## src/shared/adcc_cfg.svh

```systemverilog
// offsets, field positions, reset values and counts of the converter control
`ifndef ADCC_CFG_SVH
`define ADCC_CFG_SVH

// =============================================================
// register byte offsets
`define ADCC_OFF_CONVERSION_CONTROL_B 8'h04
`define ADCC_OFF_WINDOW_CONTROL 8'h08
`define ADCC_OFF_SOFTWARE_TRIGGER 8'h0C
`define ADCC_OFF_INCTRL 8'h10
`define ADCC_OFF_EVCTRL 8'h14
`define ADCC_OFF_RESULT 8'h18
`define ADCC_OFF_WINDOW_LOWER_THRESHOLD 8'h1C
`define ADCC_OFF_WINDOW_UPPER_THRESHOLD 8'h20
`define ADCC_OFF_GAIN_CALIBRATION 8'h24
`define ADCC_OFF_OFFCAL 8'h28
`define ADCC_OFF_STATUS 8'h2C

// =============================================================
// writable bit masks
`define ADCC_CONVERSION_CONTROL_B_MASK 16'h073F
`define ADCC_INCTRL_MASK 32'h0FFF1F1F

// =============================================================
// field positions
`define ADCC_B_DIFF 0
`define ADCC_B_LEFT 1
`define ADCC_B_FREE 2
`define ADCC_B_CORR 3
`define ADCC_B_FLUSH 0
`define ADCC_B_START 1
`define ADCC_B_WINEO 5
`define ADCC_F_PRESC 10:8
`define ADCC_F_POSITIVE_INPUT_SELECT 4:0
`define ADCC_F_NEGATIVE_INPUT_SELECT 12:8
`define ADCC_F_SCAN 19:16
`define ADCC_F_OFFSET 23:20
`define ADCC_F_GAIN 27:24

// =============================================================
// reset values and codes
`define ADCC_RST_CONVERSION_CONTROL_B 16'h0000
`define ADCC_RST_INCTRL 32'h00000000
`define ADCC_RST_GAIN_CALIBRATION 12'h800
`define ADCC_RST_OFFCAL 12'h000
`define ADCC_NEG_GND 5'h18
`define ADCC_NEG_IOGND 5'h19
`define ADCC_POS_BANDGAP 5'h19
`define ADCC_POS_CORE_Q 5'h1A
`define ADCC_POS_IO_Q 5'h1B

// =============================================================
// timing counts: conversion length in converter clock ticks, divider base in bus clock cycles
`define ADCC_CONV_TICKS 8'h0D
`define ADCC_DIV_BASE 10'h004

`endif

```

## src/shared/adcc_pkg.sv

```systemverilog
// types of the converter control block
package adcc_pkg;
  // =============================================================
  // conversion engine states
  typedef enum logic {ADCC_IDLE, ADCC_CONV} adcc_state_t;
endpackage : adcc_pkg

```

## src/design/adcc_result_proc.sv

```systemverilog
// gain and offset correction and alignment of one conversion result
`timescale 1ns/10ps
`include "adcc_cfg.svh"

module adcc_result_proc (
  input wire logic [11:0] raw,
  input wire logic corr_en,
  input wire logic left_align,
  input wire logic [11:0] gain_cal,
  input wire logic [11:0] off_cal,
  output logic [15:0] result
);
  // =============================================================
  // correction datapath
  logic signed [12:0] dif; // raw minus offset
  logic signed [25:0] prod; // times gain, gain is 1.11 fixed point
  logic signed [14:0] scl; // product back to integer scale
  logic [11:0] val; // clamped value

  // gain 12'h800 is unity; clamp instead of wrapping on overflow
  always_comb begin
    dif = $signed({1'b0, raw}) - $signed({1'b0, off_cal});
    prod = dif * $signed({1'b0, gain_cal});
    scl = prod[25:11];
    if (!corr_en) begin
      val = raw; // correction off: raw passes [RQ1]
    end else if (scl < 15'sh0000) begin
      val = 12'h000;
    end else if (scl > 15'sh0FFF) begin
      val = 12'hFFF;
    end else begin
      val = scl[11:0]; // corrected value [RQ1]
    end
    result = left_align ? {val, 4'h0} : {4'h0, val}; // [RQ4]
  end
endmodule : adcc_result_proc

```

## src/design/adcc_window_cmp.sv

```systemverilog
// window monitor comparison of a result against two thresholds
`timescale 1ns/10ps
`include "adcc_cfg.svh"

module adcc_window_cmp (
  input wire logic [2:0] mode,
  input wire logic [15:0] res,
  input wire logic [15:0] lower,
  input wire logic [15:0] upper,
  output logic hit
);
  // =============================================================
  // comparison
  logic above; // result over lower threshold
  logic below; // result under upper threshold

  // strict compares on both sides, equal values never flag inside
  always_comb begin
    above = res > lower;
    below = res < upper;
    case (mode)
      3'h1: hit = above; // [RQ6]
      3'h2: hit = below; // [RQ6]
      3'h3: hit = above & below; // [RQ6]
      3'h4: hit = !(above & below); // [RQ6]
      default: hit = 1'b0; // off and reserved codes [RQ27]
    endcase
  end
endmodule : adcc_window_cmp

```

## src/design/adcc_top.sv

```systemverilog
// apb register file and conversion sequencing of the converter control
// Operation
// (RQ1) correction applies gain and offset calibration
// (RQ2) correction lengthens conversion by offset value
// (RQ3) single conversion per trigger, or free running
// (RQ4) left align puts result high
// (RQ5) differential converts positive minus negative
// (RQ6) window mode selects one of four comparisons
// (RQ7) software avoids reserved window and gain codes
// (RQ8) start bit begins conversion, clears on start
// (RQ9) start while set queues nothing more
// (RQ10) writing zero to start or flush: nothing
// (RQ11) flush aborts conversions, restarts converter clock
// (RQ12) flush bit clears itself when done
// (RQ13) after flush, a pending request still starts
// (RQ14) gain field selects stage factor
// (RQ15) positive input is selection plus scan position
// (RQ16) scan position advances after each conversion
// (RQ17) scan covers scan count plus one inputs
// (RQ18) software keeps scan range within inputs
// (RQ19) negative select codes: pins and grounds
// (RQ20) positive select codes map to pins
// (RQ21) software sets sampling time for internal inputs
// (RQ22) window, trigger, input registers write synchronized
// (RQ23) sync pending flag while write not applied
// (RQ24) positive codes for bandgap and scaled supplies
// (RQ25) window detection emits event when enabled
// (RQ26) scan position wraps to zero past count
// (RQ27) reserved window codes detect nothing
//
// Our own choice: the APB slave port.
`timescale 1ns/10ps
`include "adcc_cfg.svh"

module adcc_top (
  input wire logic pclk,
  input wire logic presetn,
  input wire logic psel,
  input wire logic penable,
  input wire logic pwrite,
  input wire logic [7:0] paddr,
  input wire logic [31:0] pwdata,
  output logic [31:0] prdata,
  output logic pready,
  output logic pslverr,
  input wire logic [11:0] adc_raw,
  output logic adc_start,
  output logic [4:0] adc_pos_sel,
  output logic [4:0] adc_neg_sel,
  output logic adc_diff,
  output logic [3:0] adc_gain,
  output logic result_ready,
  output logic window_event
);
  // =============================================================
  // state
  logic [15:0] conversion_control_b_q, conversion_control_b_d; // conversion_control_b
  logic [2:0] win_sh_q, win_sh_d; // window_control as written
  logic [2:0] win_act_q, win_act_d; // window_control in effect
  logic [31:0] in_sh_q, in_sh_d; // input_control as written
  logic [31:0] in_act_q, in_act_d; // input_control in effect
  logic evo_q, evo_d; // window_event_output_enable
  logic [15:0] window_lower_threshold_q, window_lower_threshold_d; // window_lower_threshold
  logic [15:0] window_upper_threshold_q, window_upper_threshold_d; // window_upper_threshold
  logic [11:0] gcal_q, gcal_d; // gain_calibration
  logic [11:0] ocal_q, ocal_d; // offset_calibration
  logic [15:0] res_q, res_d; // last result
  logic start_q, start_d; // software start bit
  logic flush_q, flush_d; // flush bit
  logic pend_wc_q, pend_wc_d; // window write not yet applied
  logic pend_sw_q, pend_sw_d; // trigger write not yet applied
  logic pend_ic_q, pend_ic_d; // input write not yet applied
  logic run_q, run_d; // free running sequence active
  adcc_pkg::adcc_state_t state_q, state_d; // engine state
  logic [8:0] div_q, div_d; // converter clock prescaler
  logic [7:0] cnt_q, cnt_d; // ticks into the conversion
  logic start_o_q, start_o_d; // start pulse to the analog core
  logic [4:0] pos_q, pos_d; // latched positive select
  logic [4:0] neg_q, neg_d; // latched negative select
  logic diff_q, diff_d; // latched differential mode
  logic [3:0] gain_q, gain_d; // latched gain code
  logic rdy_q, rdy_d; // result ready pulse
  logic wev_q, wev_d; // window event pulse
  logic [31:0] rd_q, rd_d; // read data

  // =============================================================
  // decode and derived terms
  logic wr; // write taken this cycle
  logic sel_ok; // address maps to a register
  logic [9:0] div_max; // prescaler terminal count
  logic tick; // one converter clock period ends
  logic [7:0] conv_len; // ticks per conversion
  logic start_go; // conversion begins this cycle
  logic done; // conversion completes this cycle
  logic [15:0] proc_res; // corrected and aligned result
  logic win_hit; // window condition on that result
  logic [3:0] scan_pos; // scan position in effect
  logic [3:0] scan_cnt; // scan count in effect

  assign wr = psel & penable & pwrite;
  assign div_max = (`ADCC_DIV_BASE << conversion_control_b_q[`ADCC_F_PRESC]) - 10'h001;
  assign tick = div_q == div_max[8:0];
  // with correction on, each conversion takes extra ticks set by the low four offset bits [RQ2]
  assign conv_len = `ADCC_CONV_TICKS + (conversion_control_b_q[`ADCC_B_CORR] ?
                    {4'h0, ocal_q[3:0]} : 8'h00);
  // trigger or free run starts only when idle; flush holds it off
  assign start_go = (state_q == adcc_pkg::ADCC_IDLE) & tick & !flush_q &
                    (start_q | run_q); // [RQ3] [RQ13]
  assign done = (state_q == adcc_pkg::ADCC_CONV) & tick & !flush_q &
                (cnt_q == conv_len - 8'h01);
  assign scan_pos = in_act_q[`ADCC_F_OFFSET];
  assign scan_cnt = in_act_q[`ADCC_F_SCAN];

  // apb: no wait states, unmapped addresses answer with an error
  always_comb begin
    unique case (paddr)
      `ADCC_OFF_CONVERSION_CONTROL_B, `ADCC_OFF_WINDOW_CONTROL, `ADCC_OFF_SOFTWARE_TRIGGER,
      `ADCC_OFF_INCTRL, `ADCC_OFF_EVCTRL, `ADCC_OFF_RESULT,
      `ADCC_OFF_WINDOW_LOWER_THRESHOLD, `ADCC_OFF_WINDOW_UPPER_THRESHOLD, `ADCC_OFF_GAIN_CALIBRATION,
      `ADCC_OFF_OFFCAL, `ADCC_OFF_STATUS: sel_ok = 1'b1;
      default: sel_ok = 1'b0;
    endcase
  end
  assign pready = 1'b1;
  assign pslverr = psel & penable & !sel_ok;
  assign prdata = rd_q;

  // =============================================================
  // result processing and window compare
  adcc_result_proc u_proc (
    .raw(adc_raw),
    .corr_en(conversion_control_b_q[`ADCC_B_CORR]),
    .left_align(conversion_control_b_q[`ADCC_B_LEFT]),
    .gain_cal(gcal_q),
    .off_cal(ocal_q),
    .result(proc_res)
  );

  adcc_window_cmp u_win (
    .mode(win_act_q),
    .res(proc_res),
    .lower(window_lower_threshold_q),
    .upper(window_upper_threshold_q),
    .hit(win_hit)
  );

  // =============================================================
  // register file next state
  // synchronized registers read back at once but act at the next tick
  always_comb begin
    conversion_control_b_d = conversion_control_b_q;
    win_sh_d = win_sh_q;
    win_act_d = win_act_q;
    in_sh_d = in_sh_q;
    in_act_d = in_act_q;
    evo_d = evo_q;
    window_lower_threshold_d = window_lower_threshold_q;
    window_upper_threshold_d = window_upper_threshold_q;
    gcal_d = gcal_q;
    ocal_d = ocal_q;
    pend_wc_d = pend_wc_q;
    pend_sw_d = pend_sw_q;
    pend_ic_d = pend_ic_q;
    start_d = start_q;
    flush_d = 1'b0; // flush lasts one cycle, then clears [RQ12]
    // the converter domain takes pending writes at its tick
    if (tick) begin
      if (pend_wc_q) begin
        win_act_d = win_sh_q; // [RQ22]
      end
      if (pend_ic_q) begin
        in_act_d = in_sh_q; // [RQ22]
      end
      pend_wc_d = 1'b0; // [RQ23]
      pend_sw_d = 1'b0; // [RQ23]
      pend_ic_d = 1'b0; // [RQ23]
    end
    // start bit clears once the conversion has begun [RQ8]
    if (start_go) begin
      start_d = 1'b0;
    end
    // scan position advances, wrapping past the count [RQ16] [RQ26]
    if (done) begin
      if (scan_pos >= scan_cnt) begin
        in_act_d[`ADCC_F_OFFSET] = 4'h0; // [RQ17] [RQ26]
      end else begin
        in_act_d[`ADCC_F_OFFSET] = scan_pos + 4'h1; // [RQ16]
      end
      // keep the read-back in step unless software is rewriting it
      if (!pend_ic_q) begin
        in_sh_d[`ADCC_F_OFFSET] = in_act_d[`ADCC_F_OFFSET];
      end
    end
    // software writes; a set that meets a clear wins
    if (wr) begin
      unique case (paddr)
        `ADCC_OFF_CONVERSION_CONTROL_B: conversion_control_b_d = pwdata[15:0] & `ADCC_CONVERSION_CONTROL_B_MASK;
        `ADCC_OFF_WINDOW_CONTROL: begin
          win_sh_d = pwdata[2:0];
          pend_wc_d = 1'b1; // [RQ23]
        end
        `ADCC_OFF_SOFTWARE_TRIGGER: begin
          pend_sw_d = 1'b1; // [RQ23]
          // zeros are ignored, a set bit only ever sets [RQ9] [RQ10]
          if (pwdata[`ADCC_B_START]) begin
            start_d = 1'b1; // [RQ8]
          end
          if (pwdata[`ADCC_B_FLUSH]) begin
            flush_d = 1'b1; // [RQ11]
          end
        end
        `ADCC_OFF_INCTRL: begin
          in_sh_d = pwdata & `ADCC_INCTRL_MASK;
          pend_ic_d = 1'b1; // [RQ23]
        end
        `ADCC_OFF_EVCTRL: evo_d = pwdata[`ADCC_B_WINEO];
        `ADCC_OFF_WINDOW_LOWER_THRESHOLD: window_lower_threshold_d = pwdata[15:0];
        `ADCC_OFF_WINDOW_UPPER_THRESHOLD: window_upper_threshold_d = pwdata[15:0];
        `ADCC_OFF_GAIN_CALIBRATION: gcal_d = pwdata[11:0];
        `ADCC_OFF_OFFCAL: ocal_d = pwdata[11:0];
        default: begin
          // result, status and unmapped addresses take no write
        end
      endcase
    end
  end

  // =============================================================
  // read data, captured in the setup cycle
  always_comb begin
    rd_d = rd_q;
    if (psel & !penable) begin
      unique case (paddr)
        `ADCC_OFF_CONVERSION_CONTROL_B: rd_d = {16'h0000, conversion_control_b_q};
        `ADCC_OFF_WINDOW_CONTROL: rd_d = {29'h00000000, win_sh_q};
        `ADCC_OFF_SOFTWARE_TRIGGER: rd_d = {30'h00000000, start_q, flush_q};
        `ADCC_OFF_INCTRL: rd_d = in_sh_q;
        `ADCC_OFF_EVCTRL: rd_d = {26'h0000000, evo_q, 5'h00};
        `ADCC_OFF_RESULT: rd_d = {16'h0000, res_q};
        `ADCC_OFF_WINDOW_LOWER_THRESHOLD: rd_d = {16'h0000, window_lower_threshold_q};
        `ADCC_OFF_WINDOW_UPPER_THRESHOLD: rd_d = {16'h0000, window_upper_threshold_q};
        `ADCC_OFF_GAIN_CALIBRATION: rd_d = {20'h00000, gcal_q};
        `ADCC_OFF_OFFCAL: rd_d = {20'h00000, ocal_q};
        // bit 0 sync pending, bit 1 conversion in progress
        `ADCC_OFF_STATUS: rd_d = {30'h00000000,
                                  state_q == adcc_pkg::ADCC_CONV,
                                  pend_wc_q | pend_sw_q | pend_ic_q};
        default: rd_d = 32'h00000000;
      endcase
    end
  end

  // =============================================================
  // conversion engine next state
  always_comb begin
    state_d = state_q;
    div_d = tick ? 9'h000 : div_q + 9'h001;
    cnt_d = cnt_q;
    run_d = run_q & conversion_control_b_q[`ADCC_B_FREE]; // free run stops at once
    start_o_d = 1'b0;
    pos_d = pos_q;
    neg_d = neg_q;
    diff_d = diff_q;
    gain_d = gain_q;
    rdy_d = 1'b0;
    wev_d = 1'b0;
    res_d = res_q;
    if (flush_q) begin
      // abort, drop the result, restart the converter clock [RQ11]
      state_d = adcc_pkg::ADCC_IDLE;
      div_d = 9'h000;
      cnt_d = 8'h00;
    end else if (start_go) begin
      state_d = adcc_pkg::ADCC_CONV;
      cnt_d = 8'h00;
      start_o_d = 1'b1; // [RQ8]
      run_d = conversion_control_b_q[`ADCC_B_FREE]; // [RQ3]
      // selects come from the value in effect after this tick, so an
      // input write synchronized at the same tick as the trigger counts
      // positive input is selection plus scan position [RQ15]
      pos_d = in_act_d[`ADCC_F_POSITIVE_INPUT_SELECT] +
              {1'b0, in_act_d[`ADCC_F_OFFSET]}; // [RQ20] [RQ24]
      diff_d = conversion_control_b_q[`ADCC_B_DIFF]; // [RQ5]
      // single ended ties the negative side to internal ground
      neg_d = conversion_control_b_q[`ADCC_B_DIFF] ? in_act_d[`ADCC_F_NEGATIVE_INPUT_SELECT] :
              `ADCC_NEG_GND; // [RQ5] [RQ19]
      gain_d = in_act_d[`ADCC_F_GAIN]; // [RQ14]
    end else if (done) begin
      state_d = adcc_pkg::ADCC_IDLE;
      res_d = proc_res; // [RQ1] [RQ4]
      rdy_d = 1'b1;
      wev_d = win_hit & evo_q; // [RQ25]
    end else if (state_q == adcc_pkg::ADCC_CONV && tick) begin
      cnt_d = cnt_q + 8'h01; // [RQ2]
    end
  end

  // =============================================================
  // registers
  always_ff @(posedge pclk or negedge presetn) begin
    if (!presetn) begin
      conversion_control_b_q <= `ADCC_RST_CONVERSION_CONTROL_B;
      win_sh_q <= 3'h0;
      win_act_q <= 3'h0;
      in_sh_q <= `ADCC_RST_INCTRL;
      in_act_q <= `ADCC_RST_INCTRL;
      evo_q <= 1'b0;
      window_lower_threshold_q <= 16'h0000;
      window_upper_threshold_q <= 16'h0000;
      gcal_q <= `ADCC_RST_GAIN_CALIBRATION;
      ocal_q <= `ADCC_RST_OFFCAL;
      res_q <= 16'h0000;
      start_q <= 1'b0;
      flush_q <= 1'b0;
      pend_wc_q <= 1'b0;
      pend_sw_q <= 1'b0;
      pend_ic_q <= 1'b0;
      run_q <= 1'b0;
      state_q <= adcc_pkg::ADCC_IDLE;
      div_q <= 9'h000;
      cnt_q <= 8'h00;
      start_o_q <= 1'b0;
      pos_q <= 5'h00;
      neg_q <= 5'h00;
      diff_q <= 1'b0;
      gain_q <= 4'h0;
      rdy_q <= 1'b0;
      wev_q <= 1'b0;
      rd_q <= 32'h00000000;
    end else begin
      conversion_control_b_q <= conversion_control_b_d;
      win_sh_q <= win_sh_d;
      win_act_q <= win_act_d;
      in_sh_q <= in_sh_d;
      in_act_q <= in_act_d;
      evo_q <= evo_d;
      window_lower_threshold_q <= window_lower_threshold_d;
      window_upper_threshold_q <= window_upper_threshold_d;
      gcal_q <= gcal_d;
      ocal_q <= ocal_d;
      res_q <= res_d;
      start_q <= start_d;
      flush_q <= flush_d;
      pend_wc_q <= pend_wc_d;
      pend_sw_q <= pend_sw_d;
      pend_ic_q <= pend_ic_d;
      run_q <= run_d;
      state_q <= state_d;
      div_q <= div_d;
      cnt_q <= cnt_d;
      start_o_q <= start_o_d;
      pos_q <= pos_d;
      neg_q <= neg_d;
      diff_q <= diff_d;
      gain_q <= gain_d;
      rdy_q <= rdy_d;
      wev_q <= wev_d;
      rd_q <= rd_d;
    end
  end

  assign adc_start = start_o_q;
  assign adc_pos_sel = pos_q;
  assign adc_neg_sel = neg_q;
  assign adc_diff = diff_q;
  assign adc_gain = gain_q;
  assign result_ready = rdy_q;
  assign window_event = wev_q;
endmodule : adcc_top

```

## config.mk

```make
export PLATFORM = sky130hd
export DESIGN_NAME = adcc_top
export DESIGN_NICKNAME = d
export VERILOG_FILES = /design/src/shared/adcc_pkg.sv /design/src/design/adcc_result_proc.sv /design/src/design/adcc_window_cmp.sv /design/src/design/adcc_top.sv
export VERILOG_INCLUDE_DIRS = /design/src /design/src/shared
export SDC_FILE = /design/constraint.sdc
export NUM_CORES = 1
export LEC_CHECK = 0
export BUFFER_PORTS_ARGS = -buffer_cell sky130_fd_sc_hd__buf_4
export CORE_MARGIN = 2
export CORE_UTILIZATION = 56
export CTS_CLUSTER_DIAMETER = 50
export CTS_CLUSTER_SIZE = 20
export DETAILED_ROUTE_END_ITERATION = 10
export PLACE_DENSITY = 0.74
export SKIP_CTS_REPAIR_TIMING = 1
export SYNTH_ARGS = -nofsm -noshare
export SYNTH_HDL_FRONTEND = slang
export SYNTH_HIERARCHICAL = 1
export SYNTH_SLANG_ARGS = --single-unit
export TNS_END_PERCENT = 20
```

## constraint.sdc

```tcl
create_clock -name pclk -period 14.5 [get_ports pclk]
set_input_delay 0.725 -clock pclk [delete_from_list [all_inputs] [get_ports pclk]]
set_output_delay 0.725 -clock pclk [all_outputs]
set_load 0.005 [all_outputs]
```

==> out/qor.yml <==
outcome:
  outcome: "finished, final reports clean"
worst_setup_path:
  ff2ff_path_depth: 38
  cp_max_fo: 12
  critPathTopFamily: "adder cells"
  path_depth: 38
  critPathBufInv: 5
  critPathMaxStageDelay_ps: 720
  critPathLaunchType: "register"
  cp.required_ps: 14900
  worstPathArrival_ps: 12030
  criticalPathCategory: "reg2reg"
  cp_slowest_cell: "fa_1"
  worst_setup_path_end_kind: "register"
synthesis:
  synth_top_area_share_pct: 29.0
  avgSynthCellArea_sq_um: 9.98
  synth_edf_count: 0
  synth-seq-area-share_pct: 29.1
  ys.flop_type: "dfrtp_1"
  syn_area_sq_um: 17400
  synth_top_area_cell: "dfrtp_1"
  synth_area_leaders: "dfrtp_1 (29%), fa_1 (17%), mux2_2 (8.2%)"
  synth_cell_types: 95
  synth-seq-cells: 202
  netlist_instances: 1741
  ys_warn_count: 6
  synth_common_cells: "inv_1 (286), dfrtp_1 (201), fa_1 (149)"
  async_flop_share_pct: 100
  synth.most_common_cell: "inv_1"
sta:
  setup_viol: 0
  relSlewSlack_pct: 20.6
  tightest_slew_ps: 1190
  rsz0062_at_grt: "no"
  max_freq_mhz: 86.0
  period_share_pct: 80.2
  tns_ps: 0
  slew_viol_final: 0
  hold_viol_final: 0
  fin_skew_ps: 13.3
  fin_crit_ps: 11630
floorplanning:
  die_area_sq_um: 32400
  die_x_um: 180
  initial_core_util_pct: 56.8
  core_area_sq_um: 30600
  ioPinCount: 109
  rows: 64
  dieHeight_um: 180
global_route:
  antenna_found_initial: 0
  overflow: 0
  grt_max_degree: 85
  grt_pass1_wl_mm: 70.4
  grt_usage_pct: 26.9
  grt_pass1_vias: 13465
place:
  place_area_sq_um: 18400
  gp_congestion: 0.939
  io_buffers: 99
  dpl.hpwl_mm: 32.8
layout:
  drive_gt1_share_pct: 17.2
  fin_nets: 2112
  antennaDiodeCount: 0
  final_core_util_pct: 61.4
  finish.instance_area_sq_um: 18800
  syn2layout_area_growth_pct: 8.14
  fill_cells: 2561
clock_network:
  clock-sinks: 202
  clk_pin_slew_worst_paths_ps: 90
  clk_latency_ps: 480
  numCtsBuffers: 15
  cts_root_buffer: "clkbuf_16"
  cts_tree: "built"
  htreeDepth: 1
  cts_buffer_depth: 3
route:
  num_vias: 12909
  drtIter0Drc: 899
  ant_nets: 0
  vias_per_cell: 5.88
  totalWireLength_mm: 42.9
  routedWlPerCell_um: 19.6
  drc: 0
  firstDrtPassIters: 5
hold_path:
  hp-class: "in2async"
power_and_ir_drop:
  powerDensity_nw_per_um2: 68.8
  p_leak_uw: 0.00928
  ir_drop_mv: 0.0882
run:
  max-cap-violations: 0
per-layer routing:
layer  global-route usage (%)  routed length (um)
met4                     8.39                1230
met5                        0                   0
met1                     35.8               18100
met3                     3.64                2540
met2                     45.8               21100
cell families after synthesis:
kind of cell / synth area share, %
buffers and inverters: 8.57
multiplexers: 10.3
AND/OR/NAND/NOR: 13.4
flip-flops: 29.1
XOR/XNOR: 1.95
other: 0.0432
AO/OA/AOI/OAI: 11.4
adder cells (fa/ha/maj): 25.2
where the power goes:
| part | total (uW) | leakage, uW | internal (uW) | switching, uW |
|---|---|---|---|---|
| Clock | 394 | 0.000215 | 193 | 201 |
| Combinational | 257 | 0.00636 | 108 | 149 |
| Sequential | 641 | 0.00270 | 598 | 42.6 |
| Total | 1290 | 0.00928 | 899 | 392 |
sequential cells by signal, summed over array words and instances (netlist names), 8 cells and up:
name                      count
div_q                         9
window_lower_threshold_q     16
res_q                        16
cnt_q                         8
ocal_q                       12
in_act_q                     22
conversion_control_b_q        9
in_sh_q                      22
gcal_q                       12
window_upper_threshold_q     16
prdata                       28
final timing paths:
check | startpoint | end | slack, ps
hold / removal | presetn | in_sh_q[26] | 270
hold reg to reg | in_act_q[16] | in_act_q[16] | 480
setup reg to reg | ocal_q[2] | window_event | 2870
min in group pclk | pwdata[17] | in_sh_q[17] | 480
max in group asynchronous | presetn | res_q[12] | 12210
setup / recovery | ocal_q[2] | window_event | 2870
layout by cell type, fill, tap and decap left out, types with 18 or more instances in the layout:
cell type / n
and3_1: 18
xnor2_1: 21
a21oi_1: 36
o21ai_0: 54
ha_1: 112
mux2i_1: 21
fa_1: 149
dfrtp_1: 201
nor2_1: 61
mux2_2: 126
and2_1: 56
inv_1: 286
a31oi_1: 20
nor2b_1: 23
buf_4: 113
nand2_1: 140
nand3_1: 30
nand2b_1: 25
area by class of cell:
class                           instances  area (sq um)  area share, %
Tap cell                              396           495           2.64
Inverter                              286          1070           5.72
Clock buffer                           16           379           2.02
Timing Repair Buffer                  114           862           4.59
Sequential cell                       202          5060           26.9
Multi-Input combinational cell       1175         10900           57.8
Clock inverter                          7          50.0          0.266
per-stage QoR:
stage	std cells	hold WS, ps	setup slack, ps	total power [uW]
after floorplan	1744	429	4710	808
after global placement	2173	456	3110	894
after detailed placement	2173	462	2810	904
after CTS	2196	308	3100	1300
after global routing	2196	334	2220	1360
final	2196	273	2870	1290
No activity file was read; power rests on OpenSTA's default activity.
